### config.mk
export PLATFORM = sky130hd
export DESIGN_NAME = drm_decoder
export DESIGN_NICKNAME = d
export VERILOG_FILES = /design/src/hdl/drm_pkg.sv /design/src/hdl/drm_decoder.sv /design/src/hdl/drm_sync.sv
export SDC_FILE = /design/constraint.sdc
export NUM_CORES = 1
export LEC_CHECK = 0
export BUFFER_PORTS_ARGS = -buffer_cell sky130_fd_sc_hd__buf_4
export CORE_MARGIN = 2
export CORE_UTILIZATION = 57
export DETAILED_ROUTE_END_ITERATION = 12
export PLACE_DENSITY = 0.78
export SLEW_MARGIN = 20
export SYNTH_ARGS = -nofsm -noshare
export SYNTH_HDL_FRONTEND = slang
export SYNTH_SLANG_ARGS = --single-unit
export TNS_END_PERCENT = 100
### constraint.sdc
create_clock -name clk_i -period 4.8 [get_ports clk_i]
set_clock_uncertainty 0.2 [all_clocks]
set_input_delay 0.24 -clock clk_i [delete_from_list [all_inputs] [get_ports clk_i]]
set_output_delay 0.24 -clock clk_i [all_outputs]
set_load 0.01 [all_outputs]
### src/hdl/drm_pkg.sv
/*
 * Constants of the dual-port register map decoder: word indices of the
 * registers inside one port window, reset values and field positions.
 * Assumes a Wishbone classic bus with 32-bit data; byte address = 4 * index.
 */
// Functional notes
// Indices 0x000-0x1FF form the port 0 window.
// Indices 0x200-0x3FF form the port 1 window.
// Port 1 has no device-side function.
// Shared registers mirror identically in both windows.
// Lower address holds the more significant byte.
// Before initialisation only bus configuration is reachable.
// Uninitialised writes all land in bus configuration.
// After initialisation bus configuration accesses are ignored.
// Software writes bus configuration first after reset.
// Top flags OR enabled groups; enables gate them.
// Unassigned reads give zero; writes do nothing.
package drm_pkg;
    localparam int unsigned IDX_W = 9;
    localparam logic [8:0] IX_TOP_FLAGS  = 9'h000;
    localparam logic [8:0] IX_DEV_FLAGS  = 9'h001;
    localparam logic [8:0] IX_HOST_FLAGS = 9'h002;
    localparam logic [8:0] IX_CPU_FLAGS  = 9'h003;
    localparam logic [8:0] IX_FIFO_FLAGS = 9'h004;
    localparam logic [8:0] IX_PORT_SUM   = 9'h006;
    localparam logic [8:0] IX_TOP_EN     = 9'h008;
    localparam logic [8:0] IX_DEV_EN     = 9'h009;
    localparam logic [8:0] IX_HOST_EN    = 9'h00A;
    localparam logic [8:0] IX_CPU_EN     = 9'h00B;
    localparam logic [8:0] IX_FIFO_EN    = 9'h00C;
    localparam logic [8:0] IX_REVISION   = 9'h010;
    localparam logic [8:0] IX_CHIP_RST   = 9'h011;
    localparam logic [8:0] IX_PM_CTL     = 9'h012;
    localparam logic [8:0] IX_WAKE_H     = 9'h014;
    localparam logic [8:0] IX_WAKE_L     = 9'h015;
    localparam logic [8:0] IX_VBUS_CTL   = 9'h016;
    localparam logic [8:0] IX_XCVR_CTL   = 9'h017;
    localparam logic [8:0] IX_DEV_LINE   = 9'h018;
    localparam logic [8:0] IX_HOST_LINE  = 9'h019;
    localparam logic [8:0] IX_TUNING     = 9'h01B;
    localparam logic [8:0] IX_ROLE       = 9'h01F;
    localparam logic [8:0] IX_CLK_SEL    = 9'h073;
    localparam logic [8:0] IX_CPU_CFG    = 9'h075;
    localparam logic [8:0] IX_BUS_CFG    = 9'h07E;
    localparam logic [8:0] IX_BUS_CFG_LO = 9'h07F;
    localparam logic [8:0] IX_TOP_CLR    = 9'h0E0;
    localparam logic [8:0] IX_DEV_CLR    = 9'h0E1;
    localparam logic [8:0] IX_HOST_CLR   = 9'h0E2;
    localparam logic [8:0] IX_CPU_CLR    = 9'h0E3;
    localparam logic [8:0] IX_FIFO_CLR   = 9'h0E4;
    localparam logic [7:0] RST_CHIP_RST  = 8'h80;
    localparam logic [7:0] RST_XCVR_CTL  = 8'h91;
    localparam logic [7:0] RST_ZERO      = 8'h00;
    localparam int unsigned CFG_ENDIAN_BIT = 2;
    localparam int unsigned CFG_WIDTH_BIT  = 1;
    localparam int unsigned TOP_DEV_BIT    = 7;
    localparam int unsigned TOP_HOST_BIT   = 6;
    localparam int unsigned TOP_CPU_BIT    = 5;
    localparam int unsigned TOP_FIFO_BIT   = 4;
    localparam int unsigned TOP_PM_BIT     = 0;
endpackage

### src/hdl/drm_decoder.sv
/*
 * Register map of a dual-port USB controller behind a Wishbone classic slave:
 * two 512-word port windows, shared registers mirrored in both, an init gate
 * in front of the bus configuration, and per-port interrupt flags.
 * Assumes events are one-cycle pulses on clk_i; line inputs come from pins.
 */
// Chosen here: the Wishbone slave port.
`timescale 1ns/1ps
`default_nettype none
module drm_decoder #(
    parameter logic [7:0] REVISION = 8'h5A  // Arbitrary value
) (
    input  wire logic        clk_i,
    input  wire logic        rst_i,
    input  wire logic        wb_cyc_i,
    input  wire logic        wb_stb_i,
    input  wire logic        wb_we_i,
    input  wire logic [11:0] wb_adr_i,
    input  wire logic [3:0]  wb_sel_i,
    input  wire logic [31:0] wb_dat_i,
    output logic      [31:0] wb_dat_o,
    output logic             wb_ack_o,
    input  wire logic [15:0] dev_event_i,
    input  wire logic [15:0] host_event_i,
    input  wire logic [15:0] cpu_event_i,
    input  wire logic [15:0] fifo_event_i,
    input  wire logic [1:0]  pm_done_i,
    input  wire logic [7:0]  dev_line_i,
    input  wire logic [15:0] host_line_i,
    output logic             irq_o,
    output logic             init_done_o,
    output logic             endian_o,
    output logic             bus_width_select_o,
    output logic      [15:0] chip_reset_o,
    output logic      [15:0] pm_ctl_o,
    output logic      [15:0] vbus_ctl_o,
    output logic      [15:0] xcvr_ctl_o,
    output logic      [15:0] tuning_o,
    output logic      [15:0] role_o,
    output logic      [15:0] wake_timer_o,
    output logic      [7:0]  clock_source_choice_o,
    output logic      [7:0]  cpu_config_o
);
    typedef struct packed {
        logic            ack;
        logic [31:0]     dat;
        logic            irq;
        logic            init_done;
        logic            endian;
        logic            bus_width;
        logic [1:0][7:0] st_dev;
        logic [1:0][7:0] st_host;
        logic [1:0][7:0] st_cpu;
        logic [1:0][7:0] st_fifo;
        logic [1:0]      st_pm;
        logic [1:0][7:0] en_top;
        logic [1:0][7:0] en_dev;
        logic [1:0][7:0] en_host;
        logic [1:0][7:0] en_cpu;
        logic [1:0][7:0] en_fifo;
        logic [1:0][7:0] chip_rst;
        logic [1:0][7:0] pm_ctl;
        logic [1:0][7:0] vbus;
        logic [1:0][7:0] xcvr;
        logic [1:0][7:0] tuning;
        logic [1:0][7:0] role;
        logic [7:0]      wake_h;
        logic [7:0]      wake_l;
        logic [7:0]      clk_sel;
        logic [7:0]      cpu_cfg;
    } drm_state_t;

    drm_state_t      st_q;
    drm_state_t      st_d;
    logic [7:0]      dev_line_s;
    logic [15:0]     host_line_s;
    logic [1:0][7:0] top_flags;
    logic [1:0]      port_int;
    logic            req;
    logic            wr;
    logic            port;
    logic [8:0]      idx;
    logic [7:0]      wbyte;

    drm_sync #(.WIDTH(8)) u_dev_line (
        .clk_i   (clk_i),
        .rst_i   (rst_i),
        .pin_i   (dev_line_i),
        .level_o (dev_line_s)
    );

    drm_sync #(.WIDTH(16)) u_host_line (
        .clk_i   (clk_i),
        .rst_i   (rst_i),
        .pin_i   (host_line_i),
        .level_o (host_line_s)
    );

    assign req   = wb_cyc_i && wb_stb_i && !st_q.ack;
    assign wr    = req && wb_we_i && wb_sel_i[0];
    assign port  = wb_adr_i[11];                 // see R01
    assign idx   = wb_adr_i[10:2];
    assign wbyte = wb_dat_i[7:0];

    // Top flags summarise enabled group flags of each port
    for (genvar p = 0; p < 2; p++) begin : g_top
        logic [7:0] flags;
        always_comb begin
            flags                          = 8'h00;
            flags[drm_pkg::TOP_DEV_BIT]    = |(st_q.st_dev[p] & st_q.en_dev[p]);
            flags[drm_pkg::TOP_HOST_BIT]   = |(st_q.st_host[p] & st_q.en_host[p]);
            flags[drm_pkg::TOP_CPU_BIT]    = |(st_q.st_cpu[p] & st_q.en_cpu[p]);
            flags[drm_pkg::TOP_FIFO_BIT]   = |(st_q.st_fifo[p] & st_q.en_fifo[p]);
            flags[drm_pkg::TOP_PM_BIT]     = st_q.st_pm[p];
        end
        assign top_flags[p] = flags;
        assign port_int[p]  = |(flags & st_q.en_top[p]);
    end

    always_comb begin
        st_d     = st_q;
        st_d.ack = req;
        st_d.irq = |port_int;
        // Sticky flags; a new event wins over a clear in the same cycle
        for (int p = 0; p < 2; p++) begin
            st_d.st_dev[p]  = st_q.st_dev[p] | (p == 0 ? dev_event_i[8*p +: 8] : 8'h00);
            st_d.st_host[p] = st_q.st_host[p] | host_event_i[8*p +: 8];
            st_d.st_cpu[p]  = st_q.st_cpu[p] | cpu_event_i[8*p +: 8];
            st_d.st_fifo[p] = st_q.st_fifo[p] | fifo_event_i[8*p +: 8];
            st_d.st_pm[p]   = st_q.st_pm[p] | pm_done_i[p];
        end
        if (!st_q.init_done) begin
            // Any write, at any address, configures the bus
            if (wr) begin                                                     // see R06
                st_d.endian    = wb_dat_i[drm_pkg::CFG_ENDIAN_BIT];
                st_d.bus_width = wb_dat_i[drm_pkg::CFG_WIDTH_BIT];
                st_d.init_done = 1'b1;
            end
        end else if (wr) begin
            unique case (idx)
                drm_pkg::IX_DEV_EN:   st_d.en_dev[port]   = port ? 8'h00 : wbyte;
                drm_pkg::IX_TOP_EN:   st_d.en_top[port]   = wbyte;
                drm_pkg::IX_HOST_EN:  st_d.en_host[port]  = wbyte;
                drm_pkg::IX_CPU_EN:   st_d.en_cpu[port]   = wbyte;
                drm_pkg::IX_FIFO_EN:  st_d.en_fifo[port]  = wbyte;
                drm_pkg::IX_TOP_CLR:  st_d.st_pm[port]    = st_q.st_pm[port] & ~wbyte[drm_pkg::TOP_PM_BIT]
                                                            | pm_done_i[port];
                drm_pkg::IX_DEV_CLR:  st_d.st_dev[port]   = st_q.st_dev[port] & ~wbyte
                                                            | (port ? 8'h00 : dev_event_i[7:0]);
                drm_pkg::IX_HOST_CLR: st_d.st_host[port]  = st_q.st_host[port] & ~wbyte
                                                            | host_event_i[8*port +: 8];
                drm_pkg::IX_CPU_CLR:  st_d.st_cpu[port]   = st_q.st_cpu[port] & ~wbyte
                                                            | cpu_event_i[8*port +: 8];
                drm_pkg::IX_FIFO_CLR: st_d.st_fifo[port]  = st_q.st_fifo[port] & ~wbyte
                                                            | fifo_event_i[8*port +: 8];
                drm_pkg::IX_CHIP_RST: st_d.chip_rst[port] = wbyte;
                drm_pkg::IX_PM_CTL:   st_d.pm_ctl[port]   = wbyte;
                drm_pkg::IX_VBUS_CTL: st_d.vbus[port]     = wbyte;
                drm_pkg::IX_XCVR_CTL: st_d.xcvr[port]     = wbyte;
                drm_pkg::IX_TUNING:   st_d.tuning[port]   = wbyte;
                drm_pkg::IX_ROLE:     st_d.role[port]     = wbyte;
                // Shared registers: one copy, reached from either window
                drm_pkg::IX_WAKE_H:   st_d.wake_h         = wbyte;                    // see R04
                drm_pkg::IX_WAKE_L:   st_d.wake_l         = wbyte;
                drm_pkg::IX_CLK_SEL:  st_d.clk_sel        = wbyte;
                drm_pkg::IX_CPU_CFG:  st_d.cpu_cfg        = wbyte;
                default: ;                                                            // see R08
            endcase
        end
        // Read data; write-only and unassigned words read as zero
        st_d.dat = 32'h0000_0000;
        if (req && !wb_we_i && st_q.init_done) begin
            unique case (idx)
                drm_pkg::IX_TOP_FLAGS:  st_d.dat[7:0] = top_flags[port];
                drm_pkg::IX_DEV_FLAGS:  st_d.dat[7:0] = st_q.st_dev[port];
                drm_pkg::IX_HOST_FLAGS: st_d.dat[7:0] = st_q.st_host[port];
                drm_pkg::IX_CPU_FLAGS:  st_d.dat[7:0] = st_q.st_cpu[port];
                drm_pkg::IX_FIFO_FLAGS: st_d.dat[7:0] = st_q.st_fifo[port];
                drm_pkg::IX_PORT_SUM:   st_d.dat[7:0] = {6'h00, port_int};
                drm_pkg::IX_TOP_EN:     st_d.dat[7:0] = st_q.en_top[port];
                drm_pkg::IX_DEV_EN:     st_d.dat[7:0] = st_q.en_dev[port];
                drm_pkg::IX_HOST_EN:    st_d.dat[7:0] = st_q.en_host[port];
                drm_pkg::IX_CPU_EN:     st_d.dat[7:0] = st_q.en_cpu[port];
                drm_pkg::IX_FIFO_EN:    st_d.dat[7:0] = st_q.en_fifo[port];
                drm_pkg::IX_REVISION:   st_d.dat[7:0] = REVISION;
                drm_pkg::IX_CHIP_RST:   st_d.dat[7:0] = st_q.chip_rst[port];
                drm_pkg::IX_PM_CTL:     st_d.dat[7:0] = st_q.pm_ctl[port];
                drm_pkg::IX_WAKE_H:     st_d.dat[7:0] = st_q.wake_h;
                drm_pkg::IX_WAKE_L:     st_d.dat[7:0] = st_q.wake_l;
                drm_pkg::IX_VBUS_CTL:   st_d.dat[7:0] = st_q.vbus[port];
                drm_pkg::IX_XCVR_CTL:   st_d.dat[7:0] = st_q.xcvr[port];
                drm_pkg::IX_DEV_LINE:   st_d.dat[7:0] = port ? 8'h00 : dev_line_s;
                drm_pkg::IX_HOST_LINE:  st_d.dat[7:0] = host_line_s[8*port +: 8];
                drm_pkg::IX_TUNING:     st_d.dat[7:0] = st_q.tuning[port];
                drm_pkg::IX_ROLE:       st_d.dat[7:0] = st_q.role[port];
                drm_pkg::IX_CLK_SEL:    st_d.dat[7:0] = st_q.clk_sel;
                drm_pkg::IX_CPU_CFG:    st_d.dat[7:0] = st_q.cpu_cfg;
                default:                st_d.dat      = 32'h0000_0000;
            endcase
        end
    end

    always_ff @(posedge clk_i) begin
        if (rst_i) begin
            st_q          <= '0;
            st_q.chip_rst <= {drm_pkg::RST_CHIP_RST, drm_pkg::RST_CHIP_RST};
            st_q.xcvr     <= {drm_pkg::RST_XCVR_CTL, drm_pkg::RST_XCVR_CTL};
        end else begin
            st_q <= st_d;
        end
    end

    assign wb_ack_o              = st_q.ack;
    assign wb_dat_o              = st_q.dat;
    assign irq_o                 = st_q.irq;
    assign init_done_o           = st_q.init_done;
    assign endian_o              = st_q.endian;
    assign bus_width_select_o    = st_q.bus_width;
    assign chip_reset_o          = st_q.chip_rst;
    assign pm_ctl_o              = st_q.pm_ctl;
    assign vbus_ctl_o            = st_q.vbus;
    assign xcvr_ctl_o            = st_q.xcvr;
    assign tuning_o              = st_q.tuning;
    assign role_o                = st_q.role;
    assign wake_timer_o          = {st_q.wake_h, st_q.wake_l};
    assign clock_source_choice_o = st_q.clk_sel;
    assign cpu_config_o          = st_q.cpu_cfg;
endmodule
`default_nettype wire

### src/hdl/drm_sync.sv
/*
 * Three-stage synchroniser for pin-level inputs; the output follows once
 * the second and third stages agree. Assumes a single clock domain.
 */
`timescale 1ns/1ps
`default_nettype none
module drm_sync #(
    parameter int unsigned WIDTH = 8
) (
    input  wire logic             clk_i,
    input  wire logic             rst_i,
    input  wire logic [WIDTH-1:0] pin_i,
    output logic      [WIDTH-1:0] level_o
);
    typedef struct packed {
        logic [WIDTH-1:0] s1;
        logic [WIDTH-1:0] s2;
        logic [WIDTH-1:0] s3;
        logic [WIDTH-1:0] lvl;
    } drm_sync_st_t;

    drm_sync_st_t st_q;
    drm_sync_st_t st_d;

    if (WIDTH < 1) begin : g_chk
        $error("drm_sync: WIDTH must be at least 1");
    end

    always_comb begin
        st_d    = st_q;
        st_d.s1 = pin_i;
        st_d.s2 = st_q.s1;
        st_d.s3 = st_q.s2;
        for (int i = 0; i < WIDTH; i++) begin
            if (st_q.s2[i] == st_q.s3[i]) begin
                st_d.lvl[i] = st_q.s3[i];
            end
        end
    end

    always_ff @(posedge clk_i) begin
        if (rst_i) begin
            st_q <= '0;
        end else begin
            st_q <= st_d;
        end
    end

    assign level_o = st_q.lvl;
endmodule
`default_nettype wire

**Word-level counts from Yosys, hierarchy flattened**

Index checks and enable logic that the tools add are counted.

- Register bits: 407
- Latch bits: 0
- Bits in writable memories: 0
- Memory bits (read-only): 0
- Input port bits: 143
- Output and inout bits: 165
- Memories kept: 0

- Add/sub/neg operators: 0
- Multipliers: 0
- Divide/modulo/power cells: 0
- $lt $le $gt $ge: 2
- Eq/ne operators: 52
- Shift-type cells: 4
- Muxes and demuxes: 84
- Bitwise logic cells: 33
- Reductions and logical operators: 39

Operators by type and width:

| kind | number |
|---|---|
| 266-bit two-way mux | 2 |
| 8-bit two-way mux | 41 |
| 16-bit bitwise mux | 15 |
| 16-bit two-way mux | 14 |
| 8-bit case mux with 24 select lines | 1 |
| 8-bit AND | 14 |
| 9-bit by 5-bit == test with 1-bit output (second input constant) | 11 |
| 8-bit bitwise OR | 11 |
| 8-bit OR reduction | 10 |
| 16-bit by 5-bit indexed part select with 8-bit output | 4 |
| 3-bit AND reduction | 16 |
| 9-bit by 4-bit == test with 1-bit output (second input constant) | 5 |
| 9-bit by 8-bit == test with 1-bit output (second input constant) | 5 |
| 1-bit == test | 24 |
| 9-bit by 2-bit == test with 1-bit output (second input constant) | 2 |
| 9-bit by 3-bit == test with 1-bit output (second input constant) | 2 |
| 9-bit by 7-bit == test with 1-bit output (second input constant) | 2 |
| 16-bit OR reduction | 1 |
| 9-bit by 1-bit == test with 1-bit output (second input constant) | 1 |
| 9-bit logical NOT | 1 |
| 8-bit demux with 1-bit select | 1 |
| 8-bit NOT | 1 |
| 1-bit logical AND | 7 |
| 3-bit two-way mux | 2 |
| 12 further kinds | 21 |

**Logic depth before layout (Yosys ltp)**

Gate-level depths: netlist of the first run.

- Word-level depth: 8
- Mapped depth: 9

**By module**

From an unflattened synthesis of the first run, not the netlist that was laid out.

- Cell total of the unflattened synthesis: 2145
- Area total of the unflattened synthesis: 18677.9 sq um

By module, submodules not included:

| module | times used | cells an instance | area each (sq um) |
|---|---|---|---|
| drm_decoder | 1 | 1871 | 15523.6 |
| drm_sync (u_host_line) | 1 | 183 | 2170.8 |
| drm_sync (u_dev_line) | 1 | 91 | 983.4 |

**Least setup slack after synthesis of the first run**

Ideal clock, no wire load.

- Path kind: register to register
- Start point: reg st_q, in the netlist wb_ack_o
- End point: reg st_q[201] (netlist name)
- Setup time: 0.128 ns
- Arrival time: 1.904 ns
- Required time: 4.472 ns
- Path slack: 2.569 ns
- Stages on the path, launching flop included: 7
- Period minus slack after synthesis: 2.231 ns
- Path through: dfxtp_1 and3b_1 clkbuf_1 nand4_2 nor4_4 mux2i_1 nor2_1

- Cells in the longest elaborated chain, start to end: 5

RTL lines:

| element | line | text |
|---|---|---|
| from (decl) | drm_decoder.sv:73 | `drm_state_t st_q;` |
| from (signal assigned) | drm_decoder.sv:209 | `st_q <= st_d;` |
| 1-bit logical NOT | drm_decoder.sv:99 | `assign req = wb_cyc_i && wb_stb_i && !st_q.ack;` |
| 1-bit logical AND | drm_decoder.sv:99 |  |
| 1-bit logical AND (2 in series) | drm_decoder.sv:100 | `assign wr = req && wb_we_i && wb_sel_i[0];` |
| 3-bit AND reduction (no source line) | -- |  |

Every way passes these cells.
A chain may end at the register's enable or synchronous reset.

**Final worst setup path of the first run**

- Start point: reg st_q, in the netlist init_done_o
- End point: reg st_q, in the netlist g_top[1].flags[0]

- Cells in the longest elaborated chain, start to end: 1

RTL lines:

| element | line | text |
|---|---|---|
| 266-bit two-way mux | drm_decoder.sv:132 | `if (!st_q.init_done) begin` |

Every way passes these cells.

==> flow_summary.toml, run 1 <==
[synthesis]
ys_seq_elements = 383
synth.area.top_cells = "dfxtp_1, mux2i_1, buf_4, nand2_1, nor2_1"
synthDominantCellAreaShare_pct = 41.53
synthDistinctLibCells = 79
ys_warn_count = 0
mapped_avg_cell_area_um2 = 8.754
synth_ff_type = "dfxtp_1"
synth_top_cell_by_area = "dfxtp_1"
ys_async_sr_fraction_pct = 0
synthesized_instance_count = 2109
synth_edf_count = 0
post_synth_instance_area_mm2 = 0.01846
portion_of_the_post_synthesis_area_used_by_sequential_elements_pct = 41.53

[global_routing]
grt_antenna_before_repair = 0
grt_usage_pct = 36.08
grt_start_max_net_pins = 134
grt_pass1_wl_um = 93130
remaining_global_route_overflow = 0
grt_pass1_vias = 15770

[pwr]
worst_ir_drop_vdd_v = 0.0002904
internal_power_mw = 5.256
swShare_pct = 24.12
power_frac_clock_pct = 44.7
pwr_cell_area_mw_per_mm2 = 321.8
net-switching-power_mw = 1.670
share_seq_of_total_power_pct = 47.4
p_leak_nw = 8.157
p_comb_share_pct = 7.9

[timing]
slew_headroom_pct = 28.71
setup_viol_count_final = 0
tightest_slew_ns = 1.055
max_slew_violation_count = 0
setup_tns_final_ns = 0
period_needed_ns = 3.102
fmax_mhz = 322.3
timing.final.ws_setup_ns = 1.698
hold_violations = 0
final_min_period_over_clock_period_pct = 64.64
unrepaired_setup_endpoints_after_global_routing = "false"

[setup_path]
capture_instance_of_the_worst_register_to_register_path = "g_top[1].flags[0]$_SDFF_PP0_"
ff2ff_setup_slack_ns = 1.70
reg2reg_depth = 7
end_kind = "flop"
regToRegStartpoint = "init_done_o$_SDFF_PP0_"
worstPathMaxFanout = 22
worst_setup_path_start_kind = "flop"
critPathArrivalTime_ns = 3.33
path_class = "reg -> reg"
timing.critical_path.required_ns = 5.03

[clock_network]
number_of_gates_resized_after_cts = 0
post-cts-setup-buffers = 0
cts-buffers-inserted = 40
ctsHtreeMaxLevel = 2
clock_sink_count = 383
clock_insertion_delay_worst_skew_ns = 0.55
postCtsHoldBufs = 92
clock_pin_transition_on_the_worst_setup_and_hold_timing_paths_ns = 0.06
bufs_on_longest_clock_path = 3
root_buffer = "clkbuf_16"
cts_tree = "built"

[drt]
drcViolationCount = 0
drt_first_pass_iters = 6
antenna_left = 0
avgRoutedWirePerCell_um = 23.67
drt-total-wl_um = 63090
routed_via_density = 6.286
initial_drc_count = 1955
detailroute.via_count = 16750

[run]
maxCapViolations = 0

[floorplan]
die_h_um = 184.0
design.die.area_mm2 = 0.03385
die_w_um = 184.0
ioPinCount = 308
num_rows = 65
initial_utilization_pct = 58.21
design.core.area_mm2 = 0.03172

[finish]
leading_cell_type_in_the_layout_fill_and_taps_excluded = "dfxtp_1"
final.fill_count = 2451
finalNetCount = 2376
highest_count_cells_in_the_layout_ignoring_fill_and_taps = "dfxtp_1, buf_4, nand2_1, nor2_1, mux2i_1"
num_antenna_cells = 0
sequential_cell_area_mm2 = 0.007667
area_added_between_synthesis_and_finish_pct = 16.60
final_layout_size_suffix_gt1_share_pct = 17.68
multi_input_area_mm2 = 0.009056

[min_path]
hold_path.class = "in -> reg"
min-delay-start = "rst_i"
timing.hold.worst_path_depth = 2
whs_endpoint = "role_o[15]$_SDFFE_PP0P_"

[placement]
pre_cts_ws_ns = 1.541
place_hpwl_um = 42680
io_buffers = 246
gpl.final_weighted_congestion = 0.9708

[run_status]
status = "completed"
==> how the worst max path moves through the flow <==
stage                                start                            to  slack (ns)  depth (start not counted)
finish              init_done_o$_SDFF_PP0_  g_top[1].flags[0]$_SDFF_PP0_        1.70                          7
global route        init_done_o$_SDFF_PP0_  g_top[1].flags[0]$_SDFF_PP0_        1.67                          7
CTS                 init_done_o$_SDFF_PP0_  g_top[1].flags[0]$_SDFF_PP0_        1.83                          7
detailed placement            wb_adr_i[11]        st_q[193]$_SDFFE_PP0P_        1.54                          6
global placement              wb_adr_i[11]        st_q[194]$_SDFFE_PP0P_        1.57                          6
floorplan              wb_ack_o$_SDFF_PP0_        st_q[201]$_SDFFE_PP0P_        2.57                          6
==> logic make-up after synthesis <==
family                 share of synthesized area (%)
other                                        0.02031
AOI/OAI and AO/OA                              15.16
and+or+nand+nor                                20.68
muxes                                          12.67
DFF                                            41.53
buffers and inverters                          9.942
==> layout make-up <==
class	count	area share, %
sequential	383	35.62
tap	402	2.337
clock inverter	13	0.8195
timing repair buffer	360	13.73
multi-input combinational	1436	42.07
clock buffer	59	5.214
inverter	12	0.2092
==> per-layer routing <==
metal | GRT usage (%) | wire length (µm) | up-vias
met2 | 58.45 | 28900 | 1065
met4 | 22.82 | 4374 | 0
met1 | 44.78 | 24170 | 7924
li1 | - | - | 7516
met3 | 6.022 | 5647 | 248
met5 | 0 | 0 | -
==> per-stage QoR <==
stage | power (mW) | cells | util [%] | instance area [µm²] | hold slack (ns)
6_report | 6.927 | 2665 | 67.87 | 21530 | 0.001657
3_3_place_gp | 3.807 | 2501 | 60.84 | 19300 | 0.2163
5_1_grt | 7.116 | 2665 | 67.87 | 21530 | 0.04518
4_1_cts | 6.917 | 2665 | 67.83 | 21520 | 0.007591
2_1_floorplan | 3.645 | 2132 | - | 18550 | 0.1682
3_5_place_dp | 3.817 | 2501 | 60.84 | 19300 | 0.2204
==> registers in the layout (all words and copies together), names as in the netlist, 2 cells and up <==
register,cells
chip_reset_o,16
u_dev_line.st_d,16
clock_source_choice_o,8
xcvr_ctl_o,16
pm_ctl_o,16
st_q,144
cpu_config_o,8
u_dev_line.level_o,8
g_top.flags,2
u_dev_line.st_q,8
u_host_line.level_o,16
u_host_line.st_d,32
tuning_o,16
vbus_ctl_o,16
wake_timer_o,16
wb_dat_o,8
role_o,16
u_host_line.st_q,16
==> critical path, cell delays in order (launching register included) <==
cell	delay, ns
dfxtp_1	0.50
inv_1	0.20
nor4_4	0.76
buf_4	0.39
nand3_1	0.13
nor2_1	0.13
a211oi_1	0.06
dlygate4sd3_1	0.60
==> power by group through the flow <==
stage	Sequential, mW	Clock [mW]	Combinational, mW
3_3_place_gp	3.35	0	0.457
4_1_cts	3.28	3.11	0.527
2_1_floorplan	3.34	0	0.309
6_report	3.29	3.10	0.546
3_5_place_dp	3.35	0	0.465
5_1_grt	3.29	3.25	0.574
==> synthesized netlist by cell type (4+ instances only) <==
cell       count
o22a_1         6
a211oi_1      60
mux4_2        12
nor4_1         5
nand2_1      249
nor2_1       243
buf_2         36
a41oi_1       11
or2_2          4
nand4_1       10
a2111oi_0      4
a21oi_1      150
nor3_2         6
clkbuf_1      94
buf_4        164
nand3b_1       8
mux2i_1      183
o32ai_1        4
a221o_1        5
buf_1          7
o21ai_0       58
a22o_1         9
nor3_4         8
a31oi_1        5
and2_1        14
nand2b_1       6
inv_1         11
nor4_4         5
a22oi_1       42
and3_1         7
nand3_1       71
o22ai_1       21
mux2_2        21
nor2b_1       79
a32oi_1        5
o2bb2ai_1     12
dfxtp_1      383
a311o_1        6
nor3_1        16
Note: power is estimated with default switching activity, not from simulation.
==> run 2: changes to the inputs <==
--- a/config.mk
+++ b/config.mk
@@ -5,6 +5,7 @@
 export SDC_FILE = /design/constraint.sdc
 export NUM_CORES = 1
 export LEC_CHECK = 0
+export ABC_AREA = 1
 export BUFFER_PORTS_ARGS = -buffer_cell sky130_fd_sc_hd__buf_4
 export CORE_MARGIN = 2
 export CORE_UTILIZATION = 57
==> constraint.sdc (replaced) <==
create_clock -name clk_i -period 2.9 [get_ports clk_i]
set_clock_uncertainty 0.2 [all_clocks]
set_input_delay 0.145 -clock clk_i [delete_from_list [all_inputs] [get_ports clk_i]]
set_output_delay 0.145 -clock clk_i [all_outputs]
set_load 0.01 [all_outputs]
==> flow_summary.toml, run 2 <==
[run_status]
status = "completed"

[synthesis]
ys_warn_count = 0
synth.area.top_cells = "dfxtp_1, nand2_1, buf_4, o21ai_0, nor2_1"
synthDominantCellAreaShare_pct = 41.42
post-synth-top-count-cell = "nand2_1"
synth_top_cell_by_area = "dfxtp_1"
synthDistinctLibCells = 37
synthesized_instance_count = 2694
post_synth_instance_area_mm2 = 0.01851
ys_async_sr_fraction_pct = 0
synth_ff_type = "dfxtp_1"
portion_of_the_post_synthesis_area_used_by_sequential_elements_pct = 41.42
synth_edf_count = 0
ys_seq_elements = 383
synth.top_cells.by_count = "nand2_1, dfxtp_1, nor2_1, o21ai_0, a21oi_1"
mapped_avg_cell_area_um2 = 6.870

[finish]
highest_count_cells_in_the_layout_ignoring_fill_and_taps = "nand2_1, dfxtp_1, nor2_1, buf_4, o21ai_0"
finalCoreUtilization_pct = 69.76
largest_register_ffs = 144
area_added_between_synthesis_and_finish_pct = 19.85
top_register_by_number_of_flip_flops = "st_q"
final.fill_count = 2611
finalNetCount = 3027
final_layout_size_suffix_gt1_share_pct = 14.56
leading_cell_type_in_the_layout_fill_and_taps_excluded = "nand2_1"

[timing]
fmax_mhz = 352.0
timing.final.ws_setup_ns = 0.05928
period_needed_ns = 2.841
tightest_slew_ns = 0.8995
slew_headroom_pct = 39.97
hold_violations = 0
final_min_period_over_clock_period_pct = 97.96
setup_viol_count_final = 0
max_slew_violation_count = 0
hold_slack_ns = 0.01196

[clock_network]
clock_sink_count = 383
clock_insertion_delay_worst_skew_ns = 0.55
cts-buffers-inserted = 40
root_buffer = "clkbuf_16"
bufs_on_longest_clock_path = 3
clock_pin_transition_on_the_worst_setup_and_hold_timing_paths_ns = 0.07
ctsHtreeMaxLevel = 2
cts_tree = "built"

[setup_path]
end_kind = "flop"
critPathArrivalTime_ns = 3.06
worst_setup_path_start_kind = "flop"
path_class = "reg -> reg"
worstPathMaxFanout = 8
timing.critical_path.required_ns = 3.12

[pwr]
power.total_mw = 11.68
worst_ir_drop_vdd_v = 0.0004702
p_leak_nw = 10.28
pwr_cell_area_mw_per_mm2 = 526.4

[floorplan]
ioPinCount = 308
design.die.area_mm2 = 0.03393
initial_utilization_pct = 58.21
design.core.area_mm2 = 0.03180
die_h_um = 184.2
die_w_um = 184.2
num_rows = 65

[placement]
gpl.final_weighted_congestion = 0.9680
pre_cts_ws_ns = 0.5061
place_hpwl_um = 43880
io_buffers = 246

[drt]
routed_via_density = 5.627
drcViolationCount = 0
avgRoutedWirePerCell_um = 18.86
detailroute.via_count = 18850
initial_drc_count = 2269
m1_wire_length_um = 25660
drt_first_pass_iters = 5
routed.top_layer = "met4"
dr_wl_met3_um = 5948
drt-total-wl_um = 63150
antenna_left = 0
route.met2.wl_um = 29230

[global_routing]
grt_start_max_net_pins = 100
grt_pass1_wl_um = 96210
grt_antenna_before_repair = 0
grt_usage_pct = 36.49
remaining_global_route_overflow = 0
grt_pass1_vias = 17260

[run]
maxCapViolations = 0

[min_path]
hold_path.class = "in -> reg"
## run 2: cell types whose count changed after synthesis, sizes merged, moves of 34 or more
| cell | before | now |
|---|---|---|
| nand2 | 249 | 747 |
| nor3 | 30 | 64 |
| o21ai | 58 | 268 |
| nor2 | 243 | 356 |
| mux2i | 183 | 9 |
| inv | 12 | 199 |
| a22oi | 42 | 5 |
| nor2b | 79 | 0 |
| a21oi | 150 | 192 |
## run 2: worst max-delay path, cell delays in order, from the launching register on
cell           delay, ns
dfxtp_1             0.32
nor2_1              0.10
nand2_1             0.14
nor2_4              0.20
nand2_4             0.17
nor2_8              0.29
inv_4               0.16
nor2_4              0.14
inv_1               0.16
o21ai_1             0.19
nor2_1              0.07
dlygate4sd3_1       0.57
## run 2: logic make-up after synthesis
logic type | count (synthesis) | synth area share (%)
muxes | 9 | 0.4867
buffers and inverters | 492 | 13.98
AOI/OAI and AO/OA | 534 | 15.52
other | 1 | 0.02026
DFF | 383 | 41.42
and+or+nand+nor | 1275 | 28.57
## run 2: worst paths after layout
path / from / end / slack, ns / depth (start not counted)
setup / recovery: wb_ack_o$_SDFF_PP0_ / st_q[248]$_SDFF_PP0_ / 0.06 / 11
hold reg to reg: u_host_line.st_d[47]$_SDFF_PP0_ / u_host_line.st_d[31]$_SDFF_PP0_ / 0.20 / 2
setup reg to reg: wb_ack_o$_SDFF_PP0_ / st_q[248]$_SDFF_PP0_ / 0.06 / 11
hold / removal: wb_adr_i[5] / role_o[4]$_SDFFE_PP0P_ / 0.01 / 4
## run 2: routing by layer
layer / GRT usage, % / up-vias
li1: - / 8898
met1: 48.91 / 8707
met2: 60.30 / 1069
met3: 4.920 / 172
met4: 13.15 / 0
met5: 0 / -
## run 2: layout make-up
class / instances / area [µm²] / area share (%)
Timing Repair Buffer: 415 / 3505 / 15.80
Inverter: 202 / 769.5 / 3.469
Tap cell: 435 / 544.3 / 2.453
Sequential cell: 383 / 7667 / 34.56
Clock buffer: 55 / 1127 / 5.082
Clock inverter: 16 / 225.2 / 1.015
Multi-Input combinational cell: 1842 / 8343 / 37.61
Antenna cell: 1 / 2.502 / 0.01128
## run 2: power breakdown
group / switching (mW) / internal [mW]
clock network: 2.20 / 3.11
logic: 0.571 / 0.374
registers: 0.0673 / 5.36
total: 2.83 / 8.84
## run 2: stage by stage
stage | setup TNS (ns) | instance area (µm²) | std cells
after detailed placement | 0 | 19540 | 3147
final | 0 | 22180 | 3349
after global routing | -0.1310 | 22180 | 3348
after global placement | 0 | 19540 | 3147
after CTS | 0 | 22130 | 3342
after floorplan | 0 | 18600 | 2717
## run 2: repair_timing
item / CTS / global route
hold buffers: 124 / 0
setup endpoints to repair: 0 / 10
setup buffers: 0 / 6
hold endpoints to repair: 155 / 0
gates resized for setup: 0 / 4
